## src/common/tdc_pkg.sv

```systemverilog
`default_nettype none
package tdc_pkg;
	// Register byte offsets
	localparam logic [7:0] MAIN_CONTROL_OFS = 8'h00;
	localparam logic [7:0] LOOP_MODE_OFS    = 8'h04;
	localparam logic [7:0] HOUSEKEEP_OFS    = 8'h08;
	localparam logic [7:0] OUT_ADJUST_OFS   = 8'h0C;
	// Field positions
	localparam int BYPASS_BIT   = 14;
	localparam int FREERUN_BIT  = 0;
	localparam int FREQ_LSB     = 1;
	localparam int REF_POLARITY_INVERT_BIT     = 3;
	localparam int REFSEL_BIT   = 4;
	localparam int COARSE_LSB   = 0;
	localparam int SKEW_LSB     = 8;
	localparam int FAIL_BIT     = 0;
	// Reset values
	localparam logic [15:0] CTRL_RESET   = 16'h0000;
	localparam logic [4:0]  MODE_RESET   = 5'h00;
	localparam logic [9:0]  ADJUST_RESET = 10'h000;
	// Frequency field codes
	localparam logic [1:0] FREQ_8K  = 2'b00;
	localparam logic [1:0] FREQ_1M5 = 2'b01;
	localparam logic [1:0] FREQ_2M  = 2'b10;
	// Timing, clock 200 MHz
	localparam int CLK_MHZ      = 200;
	localparam int MIN_PHASE_NS = 90;
	localparam int MIN_PHASE_CY = (MIN_PHASE_NS * CLK_MHZ + 999) / 1000;
	localparam int PER_8K_CY    = 25000;
	localparam int PER_1M5_CY   = 130;
	localparam int PER_2M_CY    = 98;
	localparam int SPAN_CYCLES  = 64;
	localparam int SPAN_LO      = 62;
	localparam int SPAN_HI      = 66;
	localparam int SKEW_STEP_PS = 1900;
	localparam int SKEW_TAPS    = 8;
	typedef enum logic [2:0]
	{
		MODE_LOCKED  = 3'b001,
		MODE_FREERUN = 3'b010,
		MODE_BYPASS  = 3'b100
	} tdc_mode_t;
	typedef struct packed
	{
		logic       refSourceSelect;
		logic       refPolarityInvert;
		logic [1:0] refFrequencyField;
		logic       freeRun;
	} tdc_loop_mode_t;
	typedef struct packed
	{
		logic [2:0] fineSkewField;
		logic [6:0] coarsePhaseOffsetField;
	} tdc_adjust_t;
endpackage : tdc_pkg
`default_nettype wire

```

## src/logic/tdc_timing_control.sv

```systemverilog
// The AXI4-Lite register port and the placing of the registers were chosen for this implementation.
`timescale 1ns/1ps
`default_nettype none
module tdc_timing_control #(
	parameter int PER_8K = tdc_pkg::PER_8K_CY,
	parameter int CW     = 16
)(
	// Clock and reset
	input  wire logic        clock,
	input  wire logic        nrst,
	// AXI4-Lite write
	input  wire logic [7:0]  s_axi_awaddr,
	input  wire logic        s_axi_awvalid,
	output var  logic        s_axi_awready,
	input  wire logic [31:0] s_axi_wdata,
	input  wire logic [3:0]  s_axi_wstrb,
	input  wire logic        s_axi_wvalid,
	output var  logic        s_axi_wready,
	output var  logic [1:0]  s_axi_bresp,
	output var  logic        s_axi_bvalid,
	input  wire logic        s_axi_bready,
	// AXI4-Lite read
	input  wire logic [7:0]  s_axi_araddr,
	input  wire logic        s_axi_arvalid,
	output var  logic        s_axi_arready,
	output var  logic [31:0] s_axi_rdata,
	output var  logic [1:0]  s_axi_rresp,
	output var  logic        s_axi_rvalid,
	input  wire logic        s_axi_rready,
	// Timing pins
	input  wire logic        serialInputClock,
	input  wire logic        serialInputFramePulse,
	input  wire logic        networkReference,
	// Loop-facing controls
	output var  logic [2:0]  loopMode,
	output var  logic        multiplierUsesInputClock,
	output var  logic        loopReference,
	output var  logic        freqOffsetEnable,
	output var  logic signed [7:0] phaseError,
	output var  logic        inputFrameStart,
	output var  logic        referenceFailFlag
);
	logic [15:0] mainControlReg;
	logic [4:0]  loopOperationModeReg;
	logic [9:0]  loopOutputAdjustReg;
	logic [15:0] next_mainControlReg;
	logic [4:0]  next_loopOperationModeReg;
	logic [9:0]  next_loopOutputAdjustReg;
	logic        awHeld, wHeld, next_awHeld, next_wHeld;
	logic [7:0]  awAddr, next_awAddr;
	logic [31:0] wData, next_wData;
	logic [3:0]  wStrb, next_wStrb;
	logic        next_bvalid, next_rvalid, next_arready;
	logic        next_awready, next_wready;
	logic [1:0]  next_bresp, next_rresp;
	logic [31:0] next_rdata;
	function automatic logic isMapped(input logic [7:0] a);
		isMapped = (a == tdc_pkg::MAIN_CONTROL_OFS) ||
			(a == tdc_pkg::LOOP_MODE_OFS) ||
			(a == tdc_pkg::HOUSEKEEP_OFS) ||
			(a == tdc_pkg::OUT_ADJUST_OFS);
	endfunction : isMapped
	always_comb
	begin
		next_awHeld = awHeld;
		next_wHeld = wHeld;
		next_awAddr = awAddr;
		next_wData = wData;
		next_wStrb = wStrb;
		next_bvalid = s_axi_bvalid;
		next_bresp = s_axi_bresp;
		next_mainControlReg = mainControlReg;
		next_loopOperationModeReg = loopOperationModeReg;
		next_loopOutputAdjustReg = loopOutputAdjustReg;
		if (s_axi_awvalid && s_axi_awready)
		begin
			next_awHeld = 1'b1;
			next_awAddr = s_axi_awaddr;
		end
		if (s_axi_wvalid && s_axi_wready)
		begin
			next_wHeld = 1'b1;
			next_wData = s_axi_wdata;
			next_wStrb = s_axi_wstrb;
		end
		if (s_axi_bvalid && s_axi_bready)
			next_bvalid = 1'b0;
		if (awHeld && wHeld && !s_axi_bvalid)
		begin
			next_awHeld = 1'b0;
			next_wHeld = 1'b0;
			next_bvalid = 1'b1;
			next_bresp = isMapped(awAddr) ? 2'b00 : 2'b10;
			// Freerun may be entered at any time without reset
			case (awAddr)
				tdc_pkg::MAIN_CONTROL_OFS:
				begin
					if (wStrb[0])
						next_mainControlReg[7:0] = wData[7:0];
					if (wStrb[1])
						next_mainControlReg[15:8] = wData[15:8];
				end
				tdc_pkg::LOOP_MODE_OFS:
					if (wStrb[0])
						next_loopOperationModeReg = wData[4:0];
				tdc_pkg::OUT_ADJUST_OFS:
				begin
					if (wStrb[0])
						next_loopOutputAdjustReg[6:0] = wData[6:0];
					if (wStrb[1])
						next_loopOutputAdjustReg[9:7] = wData[10:8];
				end
				default:
					next_bresp = next_bresp;
			endcase
		end
		next_awready = !next_awHeld && !next_bvalid;
		next_wready = !next_wHeld && !next_bvalid;
	end
	always_comb
	begin
		next_rvalid = s_axi_rvalid;
		next_rdata = s_axi_rdata;
		next_rresp = s_axi_rresp;
		if (s_axi_rvalid && s_axi_rready)
			next_rvalid = 1'b0;
		if (s_axi_arvalid && s_axi_arready)
		begin
			next_rvalid = 1'b1;
			next_rresp = isMapped(s_axi_araddr) ? 2'b00 : 2'b10;
			case (s_axi_araddr)
				tdc_pkg::MAIN_CONTROL_OFS:
					next_rdata = {16'h0000, mainControlReg};
				tdc_pkg::LOOP_MODE_OFS:
					next_rdata = {27'h000_0000, loopOperationModeReg};
				tdc_pkg::HOUSEKEEP_OFS:
					next_rdata = {31'h0000_0000, referenceFailFlag};
				tdc_pkg::OUT_ADJUST_OFS:
					next_rdata = {21'h00_0000, loopOutputAdjustReg[9:7],
						1'b0, loopOutputAdjustReg[6:0]};
				default:
					next_rdata = 32'h0000_0000;
			endcase
		end
		next_arready = !next_rvalid;
	end
	always_ff @(posedge clock)
	begin
		if (!nrst)
		begin
			mainControlReg <= tdc_pkg::CTRL_RESET;
			loopOperationModeReg <= tdc_pkg::MODE_RESET;
			loopOutputAdjustReg <= tdc_pkg::ADJUST_RESET;
			awHeld <= 1'b0;
			wHeld <= 1'b0;
			awAddr <= 8'h00;
			wData <= 32'h0000_0000;
			wStrb <= 4'h0;
			s_axi_awready <= 1'b0;
			s_axi_wready <= 1'b0;
			s_axi_bvalid <= 1'b0;
			s_axi_bresp <= 2'b00;
			s_axi_arready <= 1'b0;
			s_axi_rvalid <= 1'b0;
			s_axi_rdata <= 32'h0000_0000;
			s_axi_rresp <= 2'b00;
		end
		else
		begin
			mainControlReg <= next_mainControlReg;
			loopOperationModeReg <= next_loopOperationModeReg;
			loopOutputAdjustReg <= next_loopOutputAdjustReg;
			awHeld <= next_awHeld;
			wHeld <= next_wHeld;
			awAddr <= next_awAddr;
			wData <= next_wData;
			wStrb <= next_wStrb;
			s_axi_awready <= next_awready;
			s_axi_wready <= next_wready;
			s_axi_bvalid <= next_bvalid;
			s_axi_bresp <= next_bresp;
			s_axi_arready <= next_arready;
			s_axi_rvalid <= next_rvalid;
			s_axi_rdata <= next_rdata;
			s_axi_rresp <= next_rresp;
		end
	end
	tdc_pkg::tdc_loop_mode_t modeF;
	tdc_pkg::tdc_adjust_t    adjF;
	assign modeF = loopOperationModeReg;
	assign adjF = loopOutputAdjustReg;
	// Pin synchronisers; first stage read only by the second
	logic [2:0] syncA, syncB;
	logic       ckiPrev, refPrev;
	always_ff @(posedge clock)
	begin
		if (!nrst)
		begin
			syncA <= 3'b000;
			syncB <= 3'b000;
		end
		else
		begin
			syncA <= {networkReference, serialInputFramePulse,
				serialInputClock};
			syncB <= syncA;
		end
	end
	// Frame pulse sampled on input clock rising edge
	logic ckiRise, derived8kReference, next_derived8k;
	logic refInt, refRaw, skewedRef, refRise;
	assign ckiRise = syncB[0] && !ckiPrev;
	assign next_derived8k = ckiRise ? syncB[1] : derived8kReference;
	assign refRaw = syncB[2] ^ modeF.refPolarityInvert;
	assign refInt = modeF.refSourceSelect ? derived8kReference : refRaw;
	// Delay line: one tap per clock; 5 ns steps stand in for 1.9 ns taps
	logic [tdc_pkg::SKEW_TAPS-1:0] tapLine, tapIn;
	// Tap inputs gathered in one vector so no tap indexes below zero
	assign tapIn = {tapLine[tdc_pkg::SKEW_TAPS-2:0], refInt};
	genvar gi;
	generate
		for (gi = 0; gi < tdc_pkg::SKEW_TAPS; gi++)
		begin : g_tap
			always_ff @(posedge clock)
			begin
				if (!nrst)
					tapLine[gi] <= 1'b0;
				else
					tapLine[gi] <= tapIn[gi];
			end
		end
	endgenerate
	assign skewedRef = tapLine[adjF.fineSkewField];
	assign refRise = skewedRef && !refPrev;
	// Monitor counters in master clock cycles
	logic [CW-1:0] phaseCnt, periodCnt, next_phaseCnt, next_periodCnt;
	logic [CW+6:0] spanCnt, next_spanCnt;
	logic [5:0]    spanEdges, next_spanEdges;
	logic          phaseBad, periodBad, spanBad, sawEdge;
	logic          next_phaseBad, next_periodBad, next_spanBad, next_sawEdge;
	logic [CW-1:0] nomPer, perTol;
	always_comb
	begin
		case (modeF.refFrequencyField)
			tdc_pkg::FREQ_1M5:
				nomPer = CW'(tdc_pkg::PER_1M5_CY);
			tdc_pkg::FREQ_2M:
				nomPer = CW'(tdc_pkg::PER_2M_CY);
			default:
				nomPer = CW'(PER_8K);
		endcase
		perTol = (modeF.refFrequencyField == tdc_pkg::FREQ_8K) ?
			(nomPer >> 5) : (nomPer >> 2);
	end
	always_comb
	begin
		next_phaseCnt = (skewedRef != refPrev) ? CW'(1) : phaseCnt + CW'(1);
		next_phaseBad = phaseBad;
		if (skewedRef != refPrev)
			next_phaseBad = phaseCnt < CW'(tdc_pkg::MIN_PHASE_CY);
		next_periodCnt = periodCnt + CW'(1);
		next_periodBad = periodBad;
		next_spanCnt = spanCnt + (CW+7)'(1);
		next_spanEdges = spanEdges;
		next_spanBad = spanBad;
		next_sawEdge = sawEdge;
		if (refRise)
		begin
			next_sawEdge = 1'b1;
			next_periodCnt = CW'(1);
			if (sawEdge)
				next_periodBad = (periodCnt > nomPer + perTol) ||
					(periodCnt < nomPer - perTol);
			next_spanEdges = spanEdges + 6'd1;
			if (spanEdges == 6'd63)
			begin
				next_spanCnt = (CW+7)'(1);
				next_spanBad = (modeF.refFrequencyField != tdc_pkg::FREQ_8K)
					&& ((spanCnt < (CW+7)'(nomPer) * (CW+7)'(tdc_pkg::SPAN_LO))
					|| (spanCnt > (CW+7)'(nomPer) * (CW+7)'(tdc_pkg::SPAN_HI)));
			end
		end
		else if (periodCnt > nomPer + perTol)
			next_periodBad = 1'b1;
	end
	always_ff @(posedge clock)
	begin
		if (!nrst)
		begin
			ckiPrev <= 1'b0;
			refPrev <= 1'b0;
			derived8kReference <= 1'b0;
			phaseCnt <= '0;
			periodCnt <= '0;
			spanCnt <= '0;
			spanEdges <= 6'd0;
			phaseBad <= 1'b0;
			periodBad <= 1'b0;
			spanBad <= 1'b0;
			sawEdge <= 1'b0;
		end
		else
		begin
			ckiPrev <= syncB[0];
			refPrev <= skewedRef;
			derived8kReference <= next_derived8k;
			phaseCnt <= next_phaseCnt;
			periodCnt <= next_periodCnt;
			spanCnt <= next_spanCnt;
			spanEdges <= next_spanEdges;
			phaseBad <= next_phaseBad;
			periodBad <= next_periodBad;
			spanBad <= next_spanBad;
			sawEdge <= next_sawEdge;
		end
	end
	// Loop-facing outputs
	tdc_pkg::tdc_mode_t next_mode;
	logic signed [7:0] next_phaseError;
	always_comb
	begin
		if (mainControlReg[tdc_pkg::BYPASS_BIT])
			next_mode = tdc_pkg::MODE_BYPASS;
		else if (modeF.freeRun)
			next_mode = tdc_pkg::MODE_FREERUN;
		else
			next_mode = tdc_pkg::MODE_LOCKED;
		// Error sign: +1 on reference edge, offset bias added
		next_phaseError = 8'(signed'(adjF.coarsePhaseOffsetField));
		if (refRise)
			next_phaseError = next_phaseError + 8'sd1;
	end
	always_ff @(posedge clock)
	begin
		if (!nrst)
		begin
			loopMode <= tdc_pkg::MODE_LOCKED;
			multiplierUsesInputClock <= 1'b0;
			loopReference <= 1'b0;
			freqOffsetEnable <= 1'b0;
			phaseError <= 8'sd0;
			inputFrameStart <= 1'b0;
			referenceFailFlag <= 1'b0;
		end
		else
		begin
			loopMode <= next_mode;
			// Oscillator feeds multiplier unless bypassed
			multiplierUsesInputClock <=
				(next_mode == tdc_pkg::MODE_BYPASS);
			// Freerun drops reference and frequency offset
			loopReference <=
				(next_mode == tdc_pkg::MODE_LOCKED) && skewedRef;
			freqOffsetEnable <= (next_mode == tdc_pkg::MODE_LOCKED);
			phaseError <= (next_mode == tdc_pkg::MODE_LOCKED) ?
				next_phaseError : 8'sd0;
			inputFrameStart <= ckiRise && !syncB[1];
			referenceFailFlag <= next_phaseBad || next_periodBad ||
				next_spanBad;
		end
	end
endmodule : tdc_timing_control
`default_nettype wire

```

## config.mk

```make
export PLATFORM = sky130hd
export DESIGN_NAME = tdc_timing_control
export DESIGN_NICKNAME = d
export VERILOG_FILES = /design/src/common/tdc_pkg.sv /design/src/logic/tdc_timing_control.sv
export SDC_FILE = /design/constraint.sdc
export NUM_CORES = 1
export LEC_CHECK = 0
export BUFFER_PORTS_ARGS = -buffer_cell sky130_fd_sc_hd__buf_2
export CAP_MARGIN = 10
export CORE_MARGIN = 3
export CORE_UTILIZATION = 60
export DETAILED_ROUTE_END_ITERATION = 8
export HOLD_SLACK_MARGIN = 0.05
export PLACE_DENSITY = 0.88
export SYNTH_ARGS = -nofsm -noshare
export SYNTH_HDL_FRONTEND = slang
export SYNTH_SLANG_ARGS = --single-unit
```

## constraint.sdc

```tcl
create_clock -name clock -period 4.9 [get_ports clock]
set_clock_uncertainty 0.15 [all_clocks]
set_input_delay 0.245 -clock clock [delete_from_list [all_inputs] [get_ports clock]]
set_output_delay 0.245 -clock clock [all_outputs]
set_load 0.03 [all_outputs]
```

== After elaboration in Yosys (flattened, before gate mapping) ==
Index checks and enable logic that the tools add are counted.
Storage, ports and cells
  register bits: 198
  bits of input ports: 62
  word-level logic and storage cells: 150
Operators by class
  add/sub/neg operators: 7
  multipliers: 2
  magnitude comparators: 6
  equal/unequal tests: 12
  muxes and demuxes: 29
  bitwise logic cells: 2
  reduce and logical (&&, ||, !) cells: 44
Operators by type and width (number)
  16-bit one-hot mux with 4 select lines: 1
  23-bit 2-to-1 mux: 2
  16-bit by 1-bit adder with 16-bit output (second input constant): 2
  8-bit by 4-bit equality test with 1-bit output (second input constant): 4
  15-bit one-hot mux with 2 select lines: 1
  23-bit by 1-bit adder with 23-bit output (second input constant): 1
  23-bit > comparator: 1
  23-bit by 22-bit < comparator with 1-bit output: 1
  16-bit by 6-bit multiplier with 22-bit output (second input constant): 1
  16-bit by 5-bit multiplier with 21-bit output (second input constant): 1
  1-bit 2-to-1 mux: 18
  16-bit by 14-bit adder with 16-bit output: 1
  8-bit by 3-bit equality test with 1-bit output (second input constant): 2
  16-bit > comparator: 1
  8-bit logical NOT: 2
  16-bit < comparator: 1
  16-bit by 5-bit < comparator with 1-bit output (second input constant): 1
  16-bit by 14-bit subtractor with 16-bit output: 1
  3-bit AND reduction: 5
  1-bit logical AND: 14
  14-bit 2-to-1 mux: 1
  1-bit logical OR: 10
  7-bit by 2-bit adder with 8-bit output (second input constant): 1
  1-bit logical NOT: 8
  other kinds (18): 21

== Longest topological paths before layout ==
Gate-level depths: netlist of run 1.
  depth in word-level cells: 10
  gate-level depth with buffers: 13

== Worst setup path after synthesis of run 1 ==
Ideal clock, no wire load.
  kind: register to register
  from: register loopOperationModeReg[1]
  to: register referenceFailFlag
  library setup time: 66 ps
  arrival time: 2951 ps
  setup slack: 1733 ps
  stages on the path, launching flop included: 12
  path buffers: 0
  period minus slack after synthesis: 3167 ps
  cell sequence: dfxtp_1 -> inv_1 -> ha_1 -> inv_1 -> ha_1 -> ha_1 -> a211oi_1 -> o221ai_1 -> a2111oi_0 -> nand3_1 -> nand3_1 -> nand4bb_1
Between the ends
  longest elaborated chain between the ends: 10
  elaborated cells between the ends (all ways): 24
Ends and longest elaborated chain
  start, declared: line tdc_timing_control.sv:44  | logic [4:0] loopOperationModeReg;
  start signal, assigned: line tdc_timing_control.sv:152  | loopOperationModeReg <= tdc_pkg::MODE_RESET;
  start signal, assigned: line tdc_timing_control.sv:171  | loopOperationModeReg <= next_loopOperationModeReg;
  branches (longest 9 deep; another with 23-bit by 22-bit < comparator with 1-bit output)
  1-bit logical OR (*): line tdc_timing_control.sv:358  | referenceFailFlag <= next_phaseBad || next_periodBad ||
  end signal, assigned: line tdc_timing_control.sv:358
  end, declared: line tdc_timing_control.sv:41  | output var logic referenceFailFlag
Mark *: on every way between the ends.
A chain may end at the register's enable or synchronous reset.

== Worst setup path in the final report of run 1 ==
Ends and elaborated chain as after synthesis.

==> metrics.yaml, run 1 <==
status:
  status: "completed"
die:
  io_pins: 119
  placementRows: 42
  die_area_um2: 15500
  die_w_um: 125
  core_area_um2: 13500
  start_util: 0.624
  die_h_um: 125
yosys:
  synthFlopType: "dfxtp_1"
  synth_area_leaders: "dfxtp_1, ha_1, nand2_1"
  ys_async_sr_fraction: 0
  synth_area_per_cell_um2: 8.88
  syn_area_um2: 8430
  yosysTopAreaCellShare: 0.427
  synth-seq-cells: 180
  synth_area_leader_cell: "dfxtp_1"
  ys_seq_area_frac: 0.427
  synth_cell_types: 56
  yosysMostFrequentCell: "dfxtp_1"
  synth_edf_count: 0
  yosys_warnings: 0
  synth_common_cells: "dfxtp_1, nand2_1, nor2_1, a21oi_1, ha_1"
  syn_inst: 950
timing:
  min_period_over_period: 0.718
  final-max-slew-violation-count: 0
  holdWs_ns: 0.150
  finalSetupTns_ns: 0
  hold_viol: 0
  period_needed_ns: 3.52
  setup_viol: 0
  fmax_mhz: 284
  slew_headroom: 0.274
  rsz0062_at_grt: "false"
  worst_pin_slew_ns: 1.08
clock_network:
  cts-root-buf: "clkbuf_16"
  cts_buffers: 17
  clk_latency_ns: 0.44
  cts-htree-levels: 4
  clk_pin_slew_ns: 0.08
  cts_max_path_buffers: 2
  cts_tree: "yes"
  clock-sinks: 180
worst_setup_path:
  critical_path.slowest_cell: "or4b_2"
  cpMostUsedCell: "ha_1"
  critPathMaxStageDelay_ns: 0.61
  path_max_fanout: 18
  end_kind: "register"
  reg2reg_from: "loopOperationModeReg[1]"
  crit_type: "register to register"
  regToRegSetupSlack_ns: 1.38
  worstSetupStartpointType: "register"
  required_ns: 5.06
  path_cells: "inv_1 > ha_1 > buf_4 > ha_1 > or4b_2 > nor4b_1 > a211o_1 > nand2_1 > a32oi_1 > nand4bb_1"
  critPathLaunch: "loopOperationModeReg[1]"
  cp.arrival_ns: 3.68
global_routing:
  grt_first_pass_wirelength_um: 34100
  grt_overflow_total: 0
  antenna_found_initial: 0
  grt_pass1_vias: 7215
  grt_use_met2: 0.461
  grt_usage: 0.266
  grt_start_max_net_pins: 66
  busiest_layer: "met2"
  use_met1: 0.312
  use_met3: 0.0523
detailed_routing:
  routed-via-count: 7254
  via_per_inst: 5.85
  drt_iter0_markers: 662
  wire_per_inst_um: 16.7
  drc_errors: 0
  ant_nets: 0
  drtPass1Iterations: 6
  route.final.wire_length_um: 20700
final_layout:
  nets: 1183
  fillCellCount: 915
  area_growth_pct: 16.6
  diodes: 0
  drive_above_1_share: 0.122
hold_path:
  hold_path_startpoint: "s_axi_awvalid"
  hold_class: "input port to register"
placement:
  gp_congestion: 0.924
  port_buffers: 82
  hpwl_um: 12600
power_and_ir_drop:
  peakVddDrop_mv: 0.266
  leakagePower_nw: 4.02
  powerDensity_nw_per_um2: 316
run:
  maxCapViolCount: 0
[through the flow]
| stage | cell area (um2) | worst slack [ns] | instances | util | power [mW] |
|---|---|---|---|---|---|
| floorplan | 8500 | 1.73 | 967 | - | 1.66 |
| finish | 9830 | 1.38 | 1240 | 0.728 | 3.11 |
| global route | 9830 | 1.10 | 1240 | 0.728 | 3.20 |
| CTS | 9830 | 1.44 | 1240 | 0.728 | 3.11 |
| global placement | 8880 | 1.56 | 1176 | 0.658 | 1.70 |
| detailed placement | 8880 | 1.46 | 1176 | 0.658 | 1.70 |
[placed cells by master (no fill, tap or decap), types with 8 or more instances in the layout]
cell type	Yosys	routed
dfxtp_1	180	180
nand2_1	116	116
nor2_1	111	111
buf_2	0	82
a21oi_1	76	76
ha_1	70	70
xor2_1	38	38
dlygate4sd3_1	0	32
nand3_1	31	31
o21ai_0	30	30
mux2i_1	28	28
inv_1	24	23
and2_1	20	20
nor3_1	19	19
conb_1	2	19
xnor2_1	18	18
nand4_1	18	18
clkbuf_16	0	17
a22oi_1	16	16
and3_1	14	14
or3_1	13	13
a211oi_1	8	8
[final timing paths]
kind,to,cells past startpoint
max,referenceFailFlag,10
min,awAddr[6],4
max reg2reg,referenceFailFlag,10
min reg2reg,inputFrameStart,1
[repair_timing]
action	4_1_cts	5_1_grt
hold endpoints to repair	33	0
hold buffers	32	0
resized for setup	0	0
buffers inserted	0	0
[per-layer routing]
layer	vias to the layer above	part of all wire
met5	-	0
li1	3468	-
met4	0	0.038
met3	63	0.061
met1	3419	0.40
met2	304	0.50
[state kept, by name, indices dropped and copies added, names as in the netlist, 7 cells and up]
signal and flops:
tapIn 7, mainControlReg 16, phaseCnt 16, wData 16, phaseError 8, awAddr 8, spanCnt 23, adjF 10
s_axi_rdata 16, periodCnt 16
[area by class of cell]
cell class | instances | area (um2) | share of cell area
clock buffers | 17 | 425 | 0.0433
clock inverters | 15 | 201 | 0.0205
inverters | 24 | 90.1 | 0.00916
multi-input cells | 712 | 4540 | 0.462
flip-flops and latches | 180 | 3600 | 0.367
well taps | 176 | 220 | 0.0224
repair buffers | 116 | 746 | 0.0759
[power by group]
group,internal [mW],total (mW),switching (mW)
combinational,0.0649,0.179,0.114
clock,0.746,1.41,0.669
sequential,1.49,1.52,0.0267
[kinds of logic (layout without fill, tap and decap cells)]
logic type | Yosys count | count (layout) | share of synthesized area
and+or+nand+nor | 386 | 386 | 0.223
DFF | 180 | 180 | 0.427
AOI/OAI and AO/OA | 150 | 150 | 0.104
buffers and inverters | 75 | 172 | 0.0414
adders and majority gates | 70 | 70 | 0.104
xor gates and xnor gates | 56 | 56 | 0.0582
muxes | 31 | 31 | 0.0413
other | 2 | 19 | 0.000891
[worst max-delay path: cells and delay by family (launching register included)]
| kind | cells | cell delay (ns) |
|---|---|---|
| buffers and inverters | 2 | 0.40 |
| and+or+nand+nor | 4 | 1.24 |
| AOI/OAI and AO/OA | 2 | 0.49 |
| DFF | 1 | 0.48 |
| adders and majority gates | 2 | 0.64 |
No activity file was read; power rests on OpenSTA's default activity.
==> inputs of run 2 (changes only) <==
CORE_UTILIZATION = 52   (was 60)
PLACE_DENSITY = 0.81   (was 0.88)
clock period = 3.17 ns   (was 4.9 ns; I/O delays follow)
==> run 2 against run 1 <==
- fmax up 18%
- via count shrank 3.2%
- setup slack worse by 1.2 ns
- sequential power is 54% higher
- sequential share of layout area is 0.74 points lower
- clock-buffer cell count unchanged
- sequential cell count stayed put
- die area increased by 15%
- critical path type unchanged
- largest power group unchanged
==> metrics.yaml, run 2 (same netlist as run 1, synthesis figures left out) <==
status:
  status: "completed"
die:
  die_w_um: 133
  start_util: 0.543
  placementRows: 45
  die_h_um: 133
  die_area_um2: 17800
  core_area_um2: 15500
  io_pins: 119
worst_setup_path:
  reg2reg_from: "adjF[7]"
  cp.arrival_ns: 3.18
  critPathLaunch: "adjF[7]"
  path_cells: "mux4_2 > mux2i_1 > inv_1 > ha_1 > nor4_1 > nand3_1 > nor4_1 > a32o_1 > nand4bb_1"
  worstSetupStartpointType: "register"
  end_kind: "register"
  regToRegSetupSlack_ns: 0.20
  path_max_fanout: 5
  critPathMaxStageDelay_ns: 0.52
  critical_path.slowest_cell: "mux4_2"
  cpMostUsedCell: "nor4_1"
  crit_type: "register to register"
  required_ns: 3.38
detailed_routing:
  via_per_inst: 5.43
  route.final.wire_length_um: 19300
  drtPass1Iterations: 5
  drt_iter0_markers: 469
  routed-via-count: 7024
  wire_per_inst_um: 14.9
  drc_errors: 0
  ant_nets: 0
final_layout:
  largest_reg_flops: 23
  layout_commonest_cell: "dfxtp_1"
  final_cell_mix: "dfxtp_1, nand2_1, nor2_1"
  drive_above_1_share: 0.131
  final_cells: 1293
  postLayoutCellArea_um2: 10000
  nets: 1200
  area_growth_pct: 19.0
  regMostFlops: "spanCnt"
clock_network:
  cts_buffers: 17
  cts_max_path_buffers: 2
  cts_tree: "yes"
  postCtsSetupBuffers: 0
  cts-root-buf: "clkbuf_16"
  clk_pin_slew_ns: 0.07
  clock-sinks: 180
  clk_latency_ns: 0.43
  cts-htree-levels: 4
timing:
  final-max-slew-violation-count: 0
  fmax_mhz: 336
  setup_viol: 0
  holdWs_ns: 0.0729
  slew_headroom: 0.423
  period_needed_ns: 2.97
  worst_pin_slew_ns: 0.866
  min_period_over_period: 0.938
  finalSetupTns_ns: 0
  rsz0062_at_grt: "false"
  hold_viol: 0
global_routing:
  grt_usage: 0.212
  grt_first_pass_wirelength_um: 31200
  grt_pass1_vias: 6596
  grt_overflow_total: 0
  antenna_found_initial: 0
  grt_start_max_net_pins: 86
placement:
  hpwl_um: 12600
  port_buffers: 82
  place_inst: 1220
  place_area_um2: 8990
  gp_congestion: 0.900
power_and_ir_drop:
  peakVddDrop_mv: 0.512
  fin_total_pwr_mw: 4.76
  powerDensity_nw_per_um2: 474
  leakagePower_nw: 4.11
run:
  maxCapViolCount: 0
hold_path:
  hold_path_startpoint: "nrst"
  hold_class: "input port to register"
==> run 2: cell types whose count changed in the layout (fill, tap and decap cells not counted), sizes merged <==
cell / delta
buf: +9
clkinvlp: +1
diode: +1
dlygate4sd3: +8
inv: -1
==> run 2: cell type report <==
class / instances / area [um2]
fillers: 1228 / 5510
multi-input cells: 712 / 4570
flip-flops and latches: 180 / 3600
repair buffers: 133 / 893
clock buffers: 17 / 425
well taps: 211 / 264
clock inverters: 15 / 185
inverters: 24 / 90.1
diodes: 1 / 2.50
==> run 2: report_power, final <==
part	total, mW	switching [mW]	leakage [nW]	internal (mW)
registers	2.34	0.0398	1.46	2.30
logic	0.280	0.173	2.36	0.107
clock network	2.13	0.996	0.293	1.14
total	4.76	1.21	4.11	3.55
==> run 2: metal layers <==
metal	routed length, um	vias to the layer above	share of wire	GRT usage
met5	0	-	0	0
met4	440	0	0.023	0.0834
met3	903	38	0.047	0.0329
met2	9230	209	0.48	0.352
met1	8710	3276	0.45	0.279
li1	-	3501	-	-
==> run 2: worst max-delay path, delay by kind of cell, from the launching register on <==
kind,cells,cell delay [ns]
fa+ha+maj,1,0.36
buf+inv,1,0.09
flops,1,0.42
compound gates,1,0.22
simple gates,4,0.79
mux,2,0.86
==> run 2: final timing paths <==
kind | end | cells past startpoint
worst max-delay path | referenceFailFlag | 9
worst min-delay path | loopMode[0] | 2
worst max register to register | referenceFailFlag | 9
worst min register to register | inputFrameStart | 1
==> run 2: timing repair <==
item / in CTS / in global routing
resized for setup: 0 / 5
hold buffers: 40 / 0
setup endpoints to repair: 0 / 3
hold endpoints to repair: 35 / 0
==> run 2: per-stage QoR <==
| stage | setup WS [ns] | util |
|---|---|---|
| after floorplan | 0.00258 | - |
| after global routing | 0.0194 | 0.645 |
| after CTS | 0.0906 | 0.644 |
| after global placement | 0.188 | 0.579 |
| after detailed placement | 0.124 | 0.579 |
| final | 0.198 | 0.645 |
==> inputs of run 3 (changes only) <==
CORE_UTILIZATION = 58   (was 52)
PLACE_DENSITY = 0.86   (was 0.81)
clock period = 2.9 ns   (was 3.17 ns; I/O delays follow)
==> run 3 against run 2 <==
- non-clock buffer count grew 8
- die area decreased by 9.9%
- critical endpoint unchanged
- final cell count is 1.9% lower
- worst hold slack gained 0.011 ns
- largest cell class unchanged
- via count grew 3.7%
- clock power increased by 17%
- fmax up 6.0%
- sequential cell count unchanged
==> metrics.yaml, run 3 (same netlist as run 1, synthesis figures left out) <==
global_routing:
  grt_overflow_total: 0
  grt_pass1_vias: 6944
  grt_use_met2: 0.444
  use_met1: 0.307
  grt_usage: 0.254
  grt_start_max_net_pins: 70
  antenna_found_initial: 0
  grt_first_pass_wirelength_um: 33300
  busiest_layer: "met2"
  use_met3: 0.0535
worst_setup_path:
  path_max_fanout: 4
  path_cells: "inv_1 > buf_4 > ha_1 > xor2_1 > ha_1 > nand4_1 > or4_1 > o21ai_0 > a311o_1 > nand3_1 > nand4bb_1"
  cpMostUsedCell: "ha_1"
  required_ns: 3.05
  critical_path.slowest_cell: "or4_1"
  critPathMaxStageDelay_ns: 0.53
  regToRegSetupSlack_ns: 0.1
  worstSetupStartpointType: "register"
  crit_type: "register to register"
  cp_num_buf_inv: 2
  cp_top_family: "simple AND/OR/NAND/NOR gates"
  cp.arrival_ns: 2.95
  end_kind: "register"
power_and_ir_drop:
  p_sw_frac: 0.236
  peakVddDrop_mv: 0.467
  p_switching_mw: 1.27
  p_clk_frac: 0.464
  powerDensity_nw_per_um2: 530
  leakagePower_nw: 4.20
  power_frac_seq: 0.477
  power.internal_mw: 4.11
  power_frac_comb: 0.059
placement:
  gp_congestion: 0.911
  place_inst: 1194
  hpwl_um: 12900
  dp_slack_ns: -0.00998
  port_buffers: 82
  place_area_um2: 9000
detailed_routing:
  route.final.wire_length_um: 20700
  drt_iter0_markers: 643
  drtPass1Iterations: 5
  wire_per_inst_um: 16.3
  drc_errors: 0
  via_per_inst: 5.74
  routed-via-count: 7287
  ant_nets: 0
timing:
  final-max-slew-violation-count: 0
  hold_viol: 0
  fin_ws_ns: 0.0968
  worst_pin_slew_ns: 0.848
  slew_headroom: 0.435
  period_needed_ns: 2.80
  min_period_over_period: 0.967
  fmax_mhz: 357
  setup_viol: 0
  finalSetupTns_ns: 0
clock_network:
  clk_latency_ns: 0.43
  clock-sinks: 180
  cts-htree-levels: 4
  clk_pin_slew_ns: 0.07
  cts_buffers: 17
  cts_max_path_buffers: 2
  cts_tree: "yes"
  cts-root-buf: "clkbuf_16"
final_layout:
  drive_above_1_share: 0.149
  nets: 1208
  area_growth_pct: 20.3
  final_cell_mix: "dfxtp_1, nand2_1, nor2_1"
  largest_reg_flops: 23
  layout_commonest_cell: "dfxtp_1"
  final_cells: 1269
  postLayoutCellArea_um2: 10100
  diodes: 0
  regMostFlops: "spanCnt"
die:
  start_util: 0.600
  core_area_um2: 14000
  die_area_um2: 16000
  die_w_um: 127
  die_h_um: 127
  io_pins: 119
  placementRows: 43
hold_path:
  hold_class: "input port to register"
status:
  status: "completed"
run:
  maxCapViolCount: 0
-- run 3: cell count changes in the layout (fill, tap and decap cells not counted), sizes merged --
| cell | delta |
|---|---|
| clkinvlp | -1 |
| buf | +7 |
| dlygate4sd3 | +1 |
| inv | -2 |
| bufinv | +3 |
| diode | -1 |
-- run 3: worst paths after layout --
check                          start                end  cells after the start
min reg2reg                  ckiPrev    inputFrameStart                      1
max reg2reg  loopOperationModeReg[1]  referenceFailFlag                     11
min                  s_axi_araddr[3]     s_axi_rdata[4]                      4
max          loopOperationModeReg[1]  referenceFailFlag                     11
-- run 3: layout make-up --
cell class | count | area (um2)
multi-input combinational | 712 | 4620
fill | 989 | 3900
sequential | 180 | 3610
timing repair buffer | 141 | 956
clock buffer | 17 | 425
tap | 180 | 225
clock inverter | 15 | 215
inverter | 24 | 90.1
-- run 3: power by group through the flow --
stage | registers (mW) | clock network, mW | logic (mW)
after global routing | 2.57 | 2.62 | 0.344
after CTS | 2.56 | 2.52 | 0.303
after floorplan | 2.63 | 0 | 0.185
after detailed placement | 2.62 | 0 | 0.258
final | 2.56 | 2.50 | 0.317
after global placement | 2.61 | 0 | 0.252
-- run 3: what timing repair did --
item | 4_1_cts | 5_1_grt
pin swaps | 0 | 4
buffers inserted | 0 | 2
endpoints found under the hold margin | 40 | 0
gates resized for setup | 4 | 15
endpoints found under the setup margin | 1 | 25
hold buffers | 41 | 0
-- run 3: stage by stage --
step	hold WS [ns]	total power [mW]	utilization
6_report	0.0843	5.38	0.722
5_1_grt	0.144	5.53	0.722
4_1_cts	0.0672	5.38	0.717
3_5_place_dp	0.203	2.87	0.641
3_3_place_gp	0.202	2.87	0.641
2_1_floorplan	0.122	2.81	-
-- run 3: metal layers --
layer / vias up / part of all wire
li1: 3519 / -
met3: 50 / 0.055
met5: - / 0
met2: 248 / 0.51
met1: 3470 / 0.41
met4: 0 / 0.026
-- run 3: worst reg2reg max path, stage by stage (launching register included) --
cell and delay (ns):
dfxtp_4 0.36, inv_1 0.08, buf_4 0.16, ha_1 0.23, xor2_1 0.17, ha_1 0.32
nand4_1 0.13, or4_1 0.53, o21ai_0 0.09, a311o_1 0.14, nand3_1 0.12, nand4bb_1 0.21
